File: config.mk
export PLATFORM = sky130hd
export DESIGN_NAME = cptx_top
export DESIGN_NICKNAME = d
export VERILOG_FILES = /design/src/hw/cptx_pkg.sv /design/src/hw/cptx_top.sv
export VERILOG_INCLUDE_DIRS = /design/src /design/src/hw
export SDC_FILE = /design/constraint.sdc
export NUM_CORES = 2
export LEC_CHECK = 0
export ABC_AREA = 0
export BUFFER_PORTS_ARGS = -buffer_cell sky130_fd_sc_hd__buf_4
export CORE_ASPECT_RATIO = 1.2
export CORE_MARGIN = 2
export CORE_UTILIZATION = 40
export CTS_BUF_LIST = sky130_fd_sc_hd__clkbuf_8
export CTS_CLUSTER_DIAMETER = 80
export DETAILED_ROUTE_END_ITERATION = 10
export PLACE_DENSITY_LB_ADDON = 0.08
export SYNTH_ARGS = -nofsm -noshare
export SYNTH_HDL_FRONTEND = slang
export SYNTH_SLANG_ARGS = --single-unit
File: constraint.sdc
create_clock -name clk_sys_i -period 11 [get_ports clk_sys_i]
set_clock_uncertainty 0.1 [all_clocks]
set_input_delay 2.2 -clock clk_sys_i [delete_from_list [all_inputs] [get_ports clk_sys_i]]
set_output_delay 2.2 -clock clk_sys_i [all_outputs]
set_load 0.01 [all_outputs]
File: src/hw/cptx_params.svh
// constants of the coax transmit coding path
`ifndef CPTX_PARAMS_SVH
`define CPTX_PARAMS_SVH
`define CPTX_OFS_CTRL 8'h00
`define CPTX_OFS_RATE 8'h04
`define CPTX_OFS_BURST 8'h08
`define CPTX_OFS_QUOTA 8'h0C
`define CPTX_OFS_TALLY 8'h10
`define CPTX_OFS_SUBTALLY 8'h14
`define CPTX_CTRL_SUB_BIT 0
`define CPTX_CTRL_CODE_LSB 1
`define CPTX_RATE_RST 16'h2710
`define CPTX_BURST_RST 16'h001D
`define CPTX_HOST_RATE_MBPS 32'h0000_2710
`define CPTX_PAY_VECTORS 16'h00DC
`define CPTX_PAR_NUM 32'h0000_0730
`define CPTX_PAR_DEN 32'h0000_0041
`define CPTX_PAR_INT 16'h001C
`define CPTX_PAR_FRAC 8'h14
`define CPTX_CRC_POLY 40'h00_0482_0009
`define CPTX_BLK_LONG 8'hDC
`define CPTX_BLK_MED 8'h4C
`define CPTX_BLK_SHORT 8'h0C
`define CPTX_PAD_LONG 8'h3C
`define CPTX_PAD_MED 8'h3C
`define CPTX_PAD_SHORT 8'h14
`define CPTX_PARITY_LONG 12'h708
`define CPTX_PARITY_MED 12'h384
`define CPTX_PARITY_SHORT 12'h118
`define CPTX_DIV_STEPS 6'h30
`define CPTX_CH_IDLE 8'h07
`define CPTX_CH_START 8'hFB
`define CPTX_CH_TERM 8'hFD
`define CPTX_TYPE_IDLE 8'h1E
`define CPTX_TYPE_START 8'h78
`define CPTX_ERR_CODE 7'h1E
`endif

File: src/hw/cptx_pkg.sv
// types of the coax transmit coding path
package cptx_pkg;
   typedef enum logic [1:0] {CPTX_CODE_LONG, CPTX_CODE_MED, CPTX_CODE_SHORT} cptx_code_t;
   typedef enum logic [1:0] {CPTX_K_DATA, CPTX_K_IDLE, CPTX_K_START, CPTX_K_TERM} cptx_kind_t;
   typedef enum logic {CPTX_ENC_CTL, CPTX_ENC_DATA} cptx_enc_state_t;
   typedef enum logic {CPTX_DIV_IDLE, CPTX_DIV_RUN} cptx_div_state_t;
endpackage

File: src/hw/cptx_top.sv
// transmit coding path: idle deletion, 65-bit block encoder, forty bit check
`timescale 1ns/1ps
`include "cptx_params.svh"
module cptx_top
   import cptx_pkg::*;
#(
   parameter int DELAY_LINE_BLOCKS = 29
) (
   input wire logic clk_sys_i,
   input wire logic rst_b_i,
   input wire logic clk_en_i,
   input wire logic [71:0] raw_vec_i,
   input wire logic raw_valid_i,
   input wire logic [7:0] reg_addr_i,
   input wire logic [31:0] reg_wdata_i,
   input wire logic reg_wr_i,
   input wire logic reg_rd_i,
   output logic [31:0] reg_rdata_o,
   output logic [71:0] raw_out_o,
   output logic raw_out_valid_o,
   output logic [64:0] block_o,
   output logic block_valid_o,
   output logic codeword_start_o,
   output logic [39:0] check_o,
   output logic check_valid_o,
   output logic [7:0] pad_bits_o,
   output logic [11:0] parity_bits_o,
   output logic burst_end_o,
   output logic begin_o
);
   // byte lane k of a two-transfer raw vector
   function automatic logic [7:0] lane_d(input logic [71:0] v, input int k);
      lane_d = (k < 4) ? v[8*k +: 8] : v[36+8*(k-4) +: 8];
   endfunction
   function automatic logic lane_c(input logic [71:0] v, input int k);
      lane_c = (k < 4) ? v[32+k] : v[64+k];
   endfunction
   function automatic cptx_kind_t kind_of(input logic [71:0] v);
      logic [7:0] c;
      logic all_idle;
      c = '0;
      all_idle = 1'b1;
      for (int k = 0; k < 8; k++) begin
         c[k] = lane_c(v, k);
         if (lane_d(v, k) != `CPTX_CH_IDLE) all_idle = 1'b0;
      end
      if (c == 8'h00) kind_of = CPTX_K_DATA;
      else if (c == 8'h01 && lane_d(v, 0) == `CPTX_CH_START) kind_of = CPTX_K_START;
      else if (c == 8'hFF && all_idle) kind_of = CPTX_K_IDLE;
      else kind_of = CPTX_K_TERM;
   endfunction
   // 64B/66B payload with bit <0> of the header dropped: bit 0 is the single sync bit
   function automatic logic [64:0] encode(input logic [71:0] v, input logic bad);
      logic [63:0] p;
      logic [7:0] ty;
      int t;
      p = '0;
      t = 8;
      for (int k = 7; k >= 0; k--) begin
         if (lane_c(v, k) && lane_d(v, k) == `CPTX_CH_TERM) t = k;
      end
      encode = {p, 1'b0};
      if (bad) begin
         for (int k = 0; k < 8; k++) p[8+7*k +: 7] = `CPTX_ERR_CODE;
         p[7:0] = `CPTX_TYPE_IDLE;
         encode = {p, 1'b0};
      end else begin
         case (kind_of(v))
            CPTX_K_DATA: begin
               for (int k = 0; k < 8; k++) p[8*k +: 8] = lane_d(v, k);
               encode = {p, 1'b1};
            end
            CPTX_K_IDLE: encode = {56'h0, `CPTX_TYPE_IDLE, 1'b0};
            CPTX_K_START: begin
               for (int k = 1; k < 8; k++) p[8*k +: 8] = lane_d(v, k);
               p[7:0] = `CPTX_TYPE_START;
               encode = {p, 1'b0};
            end
            default: begin
               case (t)
                  0: ty = 8'h87;
                  1: ty = 8'h99;
                  2: ty = 8'hAA;
                  3: ty = 8'hB4;
                  4: ty = 8'hCC;
                  5: ty = 8'hD2;
                  6: ty = 8'hE1;
                  default: ty = 8'hFF;
               endcase
               for (int k = 0; k < 7; k++) begin
                  if (k < t) p[8+8*k +: 8] = lane_d(v, k);
               end
               p[7:0] = ty;
               encode = {p, 1'b0};
            end
         endcase
      end
   endfunction
   // serial shift register, first bit of the block first, no inversion
   function automatic logic [39:0] crc_step(input logic [39:0] s, input logic [64:0] b);
      logic fb;
      crc_step = s;
      for (int i = 0; i < 65; i++) begin
         fb = crc_step[39] ^ b[i];
         crc_step = {crc_step[38:0], 1'b0} ^ (fb ? `CPTX_CRC_POLY : 40'h0);
      end
   endfunction

   // software-visible settings
   logic sub_mode_reg;
   cptx_code_t code_sel_reg;
   logic [15:0] line_rate_reg;
   logic [15:0] burst_end_idle_threshold;
   logic div_go_reg;
   cptx_div_state_t div_state_reg;
   always_ff @(posedge clk_sys_i or negedge rst_b_i) begin
      if (!rst_b_i) begin
         sub_mode_reg <= 1'b0;
         code_sel_reg <= CPTX_CODE_LONG;
         line_rate_reg <= `CPTX_RATE_RST;
         burst_end_idle_threshold <= `CPTX_BURST_RST;
         div_go_reg <= 1'b1;
      end else if (clk_en_i) begin
         // a rate written mid-computation stays pending until the divider is free
         if (div_state_reg == CPTX_DIV_IDLE) div_go_reg <= 1'b0;
         if (reg_wr_i) begin
            case (reg_addr_i)
               `CPTX_OFS_CTRL: begin
                  sub_mode_reg <= reg_wdata_i[`CPTX_CTRL_SUB_BIT];
                  case (reg_wdata_i[`CPTX_CTRL_CODE_LSB +: 2])
                     2'h1: code_sel_reg <= CPTX_CODE_MED;
                     2'h2: code_sel_reg <= CPTX_CODE_SHORT;
                     default: code_sel_reg <= CPTX_CODE_LONG;
                  endcase
               end
               `CPTX_OFS_RATE: begin
                  line_rate_reg <= reg_wdata_i[15:0];
                  div_go_reg <= 1'b1;
               end
               `CPTX_OFS_BURST: burst_end_idle_threshold <= reg_wdata_i[15:0];
               default: ;
            endcase
         end
      end
   end

   // quota = floor(N/D), N = (65*host-64*line)*(220*65+1840) + 1840*64*line, D = 4160*line
   logic [47:0] num_w;
   logic [47:0] den_w;
   logic [47:0] coding_layer_rate;
   always_comb begin
      coding_layer_rate = 48'({line_rate_reg, 6'h00});
      num_w = 48'((48'(`CPTX_HOST_RATE_MBPS) * 48'd65 - coding_layer_rate)
         * (48'(`CPTX_PAY_VECTORS) * 48'(`CPTX_PAR_DEN) + 48'(`CPTX_PAR_NUM))
         + 48'(`CPTX_PAR_NUM) * coding_layer_rate);
      den_w = 48'(coding_layer_rate * 48'd65);
   end
   logic [5:0] div_cnt_reg;
   logic [47:0] div_num_reg;
   logic [47:0] div_rem_reg;
   logic [47:0] div_quo_reg;
   logic [47:0] div_rem_next;
   logic [15:0] overhead_removal_quota;
   logic [47:0] overhead_quota_fraction;
   logic [47:0] quota_den_reg;
   always_comb div_rem_next = {div_rem_reg[46:0], div_num_reg[47]};
   always_ff @(posedge clk_sys_i or negedge rst_b_i) begin
      if (!rst_b_i) begin
         div_state_reg <= CPTX_DIV_IDLE;
         div_cnt_reg <= '0;
         div_num_reg <= '0;
         div_rem_reg <= '0;
         div_quo_reg <= '0;
         overhead_removal_quota <= '0;
         overhead_quota_fraction <= '0;
         quota_den_reg <= 48'h1;
      end else if (clk_en_i) begin
         case (div_state_reg)
            CPTX_DIV_IDLE: begin
               if (div_go_reg) begin
                  div_state_reg <= CPTX_DIV_RUN;
                  div_cnt_reg <= '0;
                  div_num_reg <= num_w;
                  div_rem_reg <= '0;
                  div_quo_reg <= '0;
                  quota_den_reg <= (den_w == 48'h0) ? 48'h1 : den_w;
               end
            end
            CPTX_DIV_RUN: begin
               div_num_reg <= {div_num_reg[46:0], 1'b0};
               if (div_rem_next >= quota_den_reg) begin
                  div_rem_reg <= div_rem_next - quota_den_reg;
                  div_quo_reg <= {div_quo_reg[46:0], 1'b1};
               end else begin
                  div_rem_reg <= div_rem_next;
                  div_quo_reg <= {div_quo_reg[46:0], 1'b0};
               end
               div_cnt_reg <= div_cnt_reg + 6'h1;
               if (div_cnt_reg == `CPTX_DIV_STEPS - 6'h1) begin
                  div_state_reg <= CPTX_DIV_IDLE;
                  overhead_removal_quota <= (div_rem_next >= quota_den_reg) ?
                     16'({div_quo_reg[46:0], 1'b1}) : 16'({div_quo_reg[46:0], 1'b0});
                  overhead_quota_fraction <= (div_rem_next >= quota_den_reg) ?
                     div_rem_next - quota_den_reg : div_rem_next;
               end
            end
            default: div_state_reg <= CPTX_DIV_IDLE;
         endcase
      end
   end

   // idle deletion, one group per 220 passed vectors
   logic [15:0] pending_removal_tally;
   logic [15:0] parity_gap_removal_tally;
   logic [15:0] rate_gap_removal_tally;
   logic [15:0] parity_gap_idle_tally;
   logic [15:0] rate_gap_idle_tally;
   logic [15:0] parity_gap_sent_tally;
   logic [15:0] rate_gap_sent_tally;
   logic [47:0] fraction_accumulator;
   logic [7:0] parity_frac_acc_reg;
   logic [15:0] group_sent_reg;
   logic is_ctl;
   logic drop;
   logic group_end;
   logic quota_round_up_bit;
   logic par_round_bit;
   logic [15:0] total_quota;
   logic [15:0] par_quota;
   always_comb begin
      is_ctl = &{raw_vec_i[71:68], raw_vec_i[35:32]};
      quota_round_up_bit = (fraction_accumulator + overhead_quota_fraction) >= quota_den_reg;
      par_round_bit = (parity_frac_acc_reg + `CPTX_PAR_FRAC) >= 8'(`CPTX_PAR_DEN);
      total_quota = overhead_removal_quota + {15'h0, quota_round_up_bit};
      par_quota = `CPTX_PAR_INT + {15'h0, par_round_bit};
      if (!sub_mode_reg) begin
         drop = is_ctl && pending_removal_tally != 16'h0;
      end else begin
         drop = is_ctl && (rate_gap_removal_tally != 16'h0 || parity_gap_removal_tally != 16'h0);
      end
      group_end = !drop && group_sent_reg == `CPTX_PAY_VECTORS - 16'h1;
   end
   always_ff @(posedge clk_sys_i or negedge rst_b_i) begin
      if (!rst_b_i) begin
         pending_removal_tally <= '0;
         parity_gap_removal_tally <= '0;
         rate_gap_removal_tally <= '0;
         fraction_accumulator <= '0;
         parity_frac_acc_reg <= '0;
         group_sent_reg <= '0;
      end else if (clk_en_i && raw_valid_i) begin
         group_sent_reg <= group_end ? 16'h0 : group_sent_reg + {15'h0, !drop};
         if (group_end) begin
            fraction_accumulator <= quota_round_up_bit ?
               fraction_accumulator + overhead_quota_fraction - quota_den_reg :
               fraction_accumulator + overhead_quota_fraction;
            parity_frac_acc_reg <= par_round_bit ? parity_frac_acc_reg + `CPTX_PAR_FRAC - 8'(`CPTX_PAR_DEN) :
               parity_frac_acc_reg + `CPTX_PAR_FRAC;
            pending_removal_tally <= pending_removal_tally + total_quota;
            parity_gap_removal_tally <= parity_gap_removal_tally + par_quota;
            rate_gap_removal_tally <= rate_gap_removal_tally
               + ((total_quota > par_quota) ? total_quota - par_quota : 16'h0);
         end else if (drop) begin
            if (!sub_mode_reg) begin
               pending_removal_tally <= pending_removal_tally - 16'h1;
            end else if (rate_gap_removal_tally != 16'h0) begin
               rate_gap_removal_tally <= rate_gap_removal_tally - 16'h1;
            end else begin
               parity_gap_removal_tally <= parity_gap_removal_tally - 16'h1;
            end
         end
      end
   end
   always_ff @(posedge clk_sys_i or negedge rst_b_i) begin
      if (!rst_b_i) begin
         parity_gap_idle_tally <= '0;
         rate_gap_idle_tally <= '0;
         parity_gap_sent_tally <= '0;
         rate_gap_sent_tally <= '0;
      end else if (clk_en_i && raw_valid_i && sub_mode_reg) begin
         if (is_ctl) begin
            if (rate_gap_removal_tally != 16'h0) rate_gap_idle_tally <= rate_gap_idle_tally + 16'h1;
            else parity_gap_idle_tally <= parity_gap_idle_tally + 16'h1;
         end
         if (!drop) begin
            rate_gap_sent_tally <= rate_gap_sent_tally + 16'h1;
            parity_gap_sent_tally <= parity_gap_sent_tally + 16'h1;
         end
      end
   end
   always_ff @(posedge clk_sys_i or negedge rst_b_i) begin
      if (!rst_b_i) begin
         raw_out_o <= '0;
         raw_out_valid_o <= 1'b0;
         begin_o <= 1'b1;
      end else if (clk_en_i) begin
         raw_out_valid_o <= raw_valid_i && !drop;
         if (raw_valid_i && !drop) raw_out_o <= raw_vec_i;
         if (raw_valid_i) begin_o <= 1'b0;
      end
   end

   // block encoder and forty bit check
   cptx_enc_state_t enc_state_reg;
   cptx_kind_t enc_kind;
   logic enc_bad;
   logic [64:0] enc_blk;
   logic [7:0] blk_cnt_reg;
   logic [7:0] blk_last;
   logic [39:0] crc_reg;
   logic [39:0] crc_next;
   logic [15:0] idle_run_reg;
   cptx_code_t code_eff;
   always_comb begin
      enc_kind = kind_of(raw_out_o);
      case (enc_state_reg)
         CPTX_ENC_CTL: enc_bad = enc_kind == CPTX_K_DATA || enc_kind == CPTX_K_TERM;
         CPTX_ENC_DATA: enc_bad = enc_kind == CPTX_K_START || enc_kind == CPTX_K_IDLE;
         default: enc_bad = 1'b1;
      endcase
      enc_blk = encode(raw_out_o, enc_bad);
      code_eff = sub_mode_reg ? code_sel_reg : CPTX_CODE_LONG;
      case (code_eff)
         CPTX_CODE_MED: blk_last = `CPTX_BLK_MED - 8'h1;
         CPTX_CODE_SHORT: blk_last = `CPTX_BLK_SHORT - 8'h1;
         default: blk_last = `CPTX_BLK_LONG - 8'h1;
      endcase
      crc_next = crc_step((blk_cnt_reg == 8'h0) ? 40'h0 : crc_reg, enc_blk);
   end
   always_ff @(posedge clk_sys_i or negedge rst_b_i) begin
      if (!rst_b_i) begin
         enc_state_reg <= CPTX_ENC_CTL;
         blk_cnt_reg <= '0;
         crc_reg <= '0;
         block_o <= '0;
         block_valid_o <= 1'b0;
         codeword_start_o <= 1'b0;
         check_o <= '0;
         check_valid_o <= 1'b0;
      end else if (clk_en_i) begin
         block_valid_o <= raw_out_valid_o;
         codeword_start_o <= raw_out_valid_o && blk_cnt_reg == 8'h0;
         check_valid_o <= 1'b0;
         if (raw_out_valid_o) begin
            block_o <= enc_blk;
            crc_reg <= crc_next;
            if (enc_bad) enc_state_reg <= CPTX_ENC_CTL;
            else if (enc_kind == CPTX_K_START) enc_state_reg <= CPTX_ENC_DATA;
            else if (enc_kind == CPTX_K_TERM) enc_state_reg <= CPTX_ENC_CTL;
            if (blk_cnt_reg >= blk_last) begin
               blk_cnt_reg <= 8'h0;
               check_o <= crc_next;
               check_valid_o <= 1'b1;
            end else begin
               blk_cnt_reg <= blk_cnt_reg + 8'h1;
            end
         end
      end
   end
   always_ff @(posedge clk_sys_i or negedge rst_b_i) begin
      if (!rst_b_i) begin
         pad_bits_o <= `CPTX_PAD_LONG;
         parity_bits_o <= `CPTX_PARITY_LONG;
         idle_run_reg <= '0;
         burst_end_o <= 1'b0;
      end else if (clk_en_i) begin
         case (code_eff)
            CPTX_CODE_MED: begin
               pad_bits_o <= `CPTX_PAD_MED;
               parity_bits_o <= `CPTX_PARITY_MED;
            end
            CPTX_CODE_SHORT: begin
               pad_bits_o <= `CPTX_PAD_SHORT;
               parity_bits_o <= `CPTX_PARITY_SHORT;
            end
            default: begin
               pad_bits_o <= `CPTX_PAD_LONG;
               parity_bits_o <= `CPTX_PARITY_LONG;
            end
         endcase
         burst_end_o <= 1'b0;
         if (raw_out_valid_o && sub_mode_reg) begin
            if (enc_kind != CPTX_K_IDLE) begin
               idle_run_reg <= 16'h0;
            end else if (idle_run_reg != 16'hFFFF) begin
               idle_run_reg <= idle_run_reg + 16'h1;
               burst_end_o <= idle_run_reg + 16'h1 == burst_end_idle_threshold;
            end
         end
      end
   end

   // read port, data in the cycle after the strobe
   always_ff @(posedge clk_sys_i or negedge rst_b_i) begin
      if (!rst_b_i) begin
         reg_rdata_o <= '0;
      end else if (clk_en_i) begin
         reg_rdata_o <= '0;
         if (reg_rd_i) begin
            case (reg_addr_i)
               `CPTX_OFS_CTRL: reg_rdata_o <= {29'h0, code_sel_reg, sub_mode_reg};
               `CPTX_OFS_RATE: reg_rdata_o <= {16'h0, line_rate_reg};
               `CPTX_OFS_BURST: reg_rdata_o <= {16'h0, burst_end_idle_threshold};
               `CPTX_OFS_QUOTA: reg_rdata_o <= {15'h0, div_state_reg == CPTX_DIV_RUN || div_go_reg,
                  overhead_removal_quota};
               `CPTX_OFS_TALLY: reg_rdata_o <= {rate_gap_removal_tally, pending_removal_tally};
               `CPTX_OFS_SUBTALLY: reg_rdata_o <= {rate_gap_idle_tally, parity_gap_idle_tally};
               default: reg_rdata_o <= 32'h0;
            endcase
         end
      end
   end
   // head-end parity delay line depth, ceil((1800+40)/65)
   localparam int PARITY_DELAY_BLOCKS = DELAY_LINE_BLOCKS;
endmodule

==> impl_metrics.json <==
{
  "fin_area_um2": 55600,
  "min-delay-path-class": "reg2reg",
  "dieArea_um2": 125000,
  "critical_path.slowest_cell": "fa_1",
  "core-area_um2": 121000,
  "p_sw_w": 0.00727,
  "yosys.cell_types.count": 103,
  "drc": 0,
  "final.period_utilization_pct": 90.9,
  "async_reset_ff_share_pct": 100,
  "synth_edf_count": 0,
  "path_clk_slew_ns": 0.06,
  "setup_viol": 0,
  "max-slew-margin-rel_pct": 26.1,
  "hold_buffers": 0,
  "grt_pass1_wl_um": 240000,
  "post-dp-hpwl_um": 121000,
  "syn-cell-area_um2": 48700,
  "fin_hold_ws_ns": 0.368,
  "core.rowCount": 140,
  "ir_drop_mv": 0.649,
  "rsz0062_at_grt": "no",
  "ctsResizeCount": 0,
  "synthToLayoutAreaGrowth_pct": 14.1,
  "drt_iter0_markers": 2961,
  "drive_above_1_share_pct": 14.3,
  "drt.antenna.violating_nets": 0,
  "powerDensity_nw_per_um2": 270,
  "die_y_um": 386,
  "ys_ff_latch": 672,
  "ys.flop_type": "dfrtp_1",
  "worst_pin_slew_ns": 1.11,
  "dr.pass1.iters": 8,
  "crit_path_frequent_cell": "a21o_1",
  "vias": 40100,
  "p_clk_share_pct": 17.4,
  "grt_pass1_vias": 39400,
  "antenna_found_initial": 8,
  "p_seq_share_pct": 21.2,
  "crit_path_start_kind": "register",
  "clock_path_buffers": 3,
  "combPwrFrac_pct": 61.5,
  "p_leak_nw": 26.2,
  "setup_tns_ns": 0,
  "routedWlPerCell_um": 21.5,
  "period_minus_slack_ns": 10.00,
  "reg_top3": "raw_out_o x72, block_o x65",
  "wirelength_um": 158000,
  "grt_overflow": 0,
  "worstSetupPathType": "reg2reg",
  "yosys_warnings": 0,
  "largest_reg_flops": 72,
  "grt_usage_pct": 25.1,
  "viasPerCell": 5.48,
  "crit_required_ns": 11.64,
  "max_freq_mhz": 100,
  "crit_path_max_fanout": 15,
  "ios": 353,
  "grt_max_degree": 171,
  "clk_latency_ns": 0.86,
  "end_kind": "register",
  "numClockSinks": 672,
  "critical_path.max_stage_delay_ns": 0.41,
  "ys_seq_area_share_pct": 34.6,
  "die_width_um": 323,
  "final_nets": 6191,
  "slew_viol_final": 0,
  "cts_tree": "yes",
  "p_total_w": 0.0150,
  "cts-root-buf": "clkbuf_8",
  "htreeDepth": 3,
  "status": "completed",
  "avgSynthCellArea_um2": 9.20,
  "placed_area_um2": 52900,
  "gp_congestion": 0.929,
  "sw_frac_of_total_pct": 48.4,
  "finalNonFillerCells": 7328,
  "largest-register": "raw_out_o",
  "cts_made_buffers": 118,
  "final_common_cell": "nand2_1",
  "drv_cap": 0,
  "numPortBuffers": 324,
  "final_cell_mix": "nand2_1, dfrtp_1, o21ai_0",
  "post_cts_buffers": 0,
  "hold_viol_final": 0,
  "cp.arrival_ns": 10.64,
  "p_int_w": 0.00774,
  "start_util_pct": 40.2,
  "placedCellCount": 7107,
  "syn_inst": 5296
}
==> worst paths after layout <==
kind | startpoint | endpoint | slack (ns) | cells after the start
setup reg to reg | overhead_quota_fraction[1]$_DFFE_PN0P_ | rate_gap_removal_tally[14]$_DFFE_PN0P_ | 1.0 | 45
hold reg to reg | rate_gap_idle_tally[15]$_DFFE_PN0P_ | rate_gap_idle_tally[15]$_DFFE_PN0P_ | 0.37 | 1
setup / recovery | overhead_quota_fraction[1]$_DFFE_PN0P_ | rate_gap_removal_tally[14]$_DFFE_PN0P_ | 1.0 | 45
min in group asynchronous | rst_b_i | overhead_quota_fraction[2]$_DFFE_PN0P_ | 1.30 | 1
hold / removal | rate_gap_idle_tally[15]$_DFFE_PN0P_ | rate_gap_idle_tally[15]$_DFFE_PN0P_ | 0.37 | 1
max in group asynchronous | rst_b_i | raw_out_o[56]$_DFFE_PN0P_ | 7.41 | 3
==> cell usage after synthesis, drive strengths merged (13+ instances only) <==
cell	n	share of area, %
dfrtp	657	34
and3	51	0.66
a211oi	22	0.34
inv	288	2.2
nand4	60	0.77
ha	360	9.2
fa	119	4.9
o21ai	506	5.2
a21boi	17	0.26
a21oi	270	2.8
nor2b	30	0.39
a22oi	39	0.60
a31oi	40	0.51
o31ai	25	0.40
o21a	33	0.51
nor2	239	1.8
xnor2	385	7.0
a221oi	30	0.58
dfstp	15	0.81
xor2	181	3.3
nand2	693	5.3
mux2	149	3.5
a22o	65	1.2
o2bb2ai	20	0.36
o21bai	40	0.62
nor4b	13	0.23
nand3	110	1.1
and2	32	0.41
nor4	50	0.68
or3	30	0.39
o211ai	25	0.39
clkbuf	188	1.4
buf	47	0.61
mux2i	53	1.1
or2	15	0.19
nand2b	44	0.57
a21o	77	1.2
o22ai	32	0.41
nor3	74	0.82
==> cell families after synthesis <==
logic type               count (synthesis)  share of synthesized area (%)
AND/OR/NAND/NOR                       1491                           14.3
adder cells (fa/ha/maj)                480                           14.2
XOR/XNOR                               577                           10.7
other                                    2                         0.0154
buffers and inverters                  525                           4.30
flip-flops                             672                           34.6
AO/OA/AOI/OAI                         1347                           17.4
multiplexers                           202                           4.54
==> routing by layer <==
layer | up-vias | wire length, um | GRT usage, % | part of all wire (%)
li1 | 19300 | - | - | -
met1 | 19600 | 68400 | 32.9 | 43
met5 | - | 42 | 0 | 0.027
met4 | 6 | 5540 | 9.14 | 3.5
met3 | 254 | 7350 | 3.22 | 4.7
met2 | 1016 | 76300 | 42.4 | 48
==> layout make-up <==
| type | count | area [um^2] |
|---|---|---|
| tap | 1633 | 2040 |
| fill | 11900 | 65500 |
| clock inverter | 81 | 759 |
| multi-input combinational | 4109 | 29900 |
| antenna | 4 | 10.0 |
| timing repair buffer | 403 | 3070 |
| sequential | 672 | 16800 |
| clock buffer | 136 | 1870 |
| inverter | 290 | 1090 |
==> worst max-delay path: cells and delay by family, from the launching register on <==
kind	cells	cell delay, ns
AOI/OAI and AO/OA	27	5.21
adders and majority gates	6	1.82
and+or+nand+nor	6	1.30
xor gates and xnor gates	3	0.52
DFF	1	0.40
buffers and inverters	2	0.33
muxes	1	0.26
==> stage by stage <==
stage          util (%)  setup slack [ns]
5_1_grt            45.9            0.0434
6_report           45.9             0.998
3_5_place_dp       43.7             0.792
2_1_floorplan         -             0.947
3_3_place_gp       43.7             0.808
4_1_cts            45.9             0.759
==> power by group through the flow <==
stage                     Combinational, W  Clock, W  Sequential [W]
after floorplan                    0.00633         0         0.00308
after global placement             0.00920         0         0.00320
after detailed placement           0.00924         0         0.00321
after CTS                          0.00928   0.00268         0.00317
after global routing                0.0101   0.00279         0.00321
final                              0.00922   0.00261         0.00318
(Power assumes the default switching activity.)
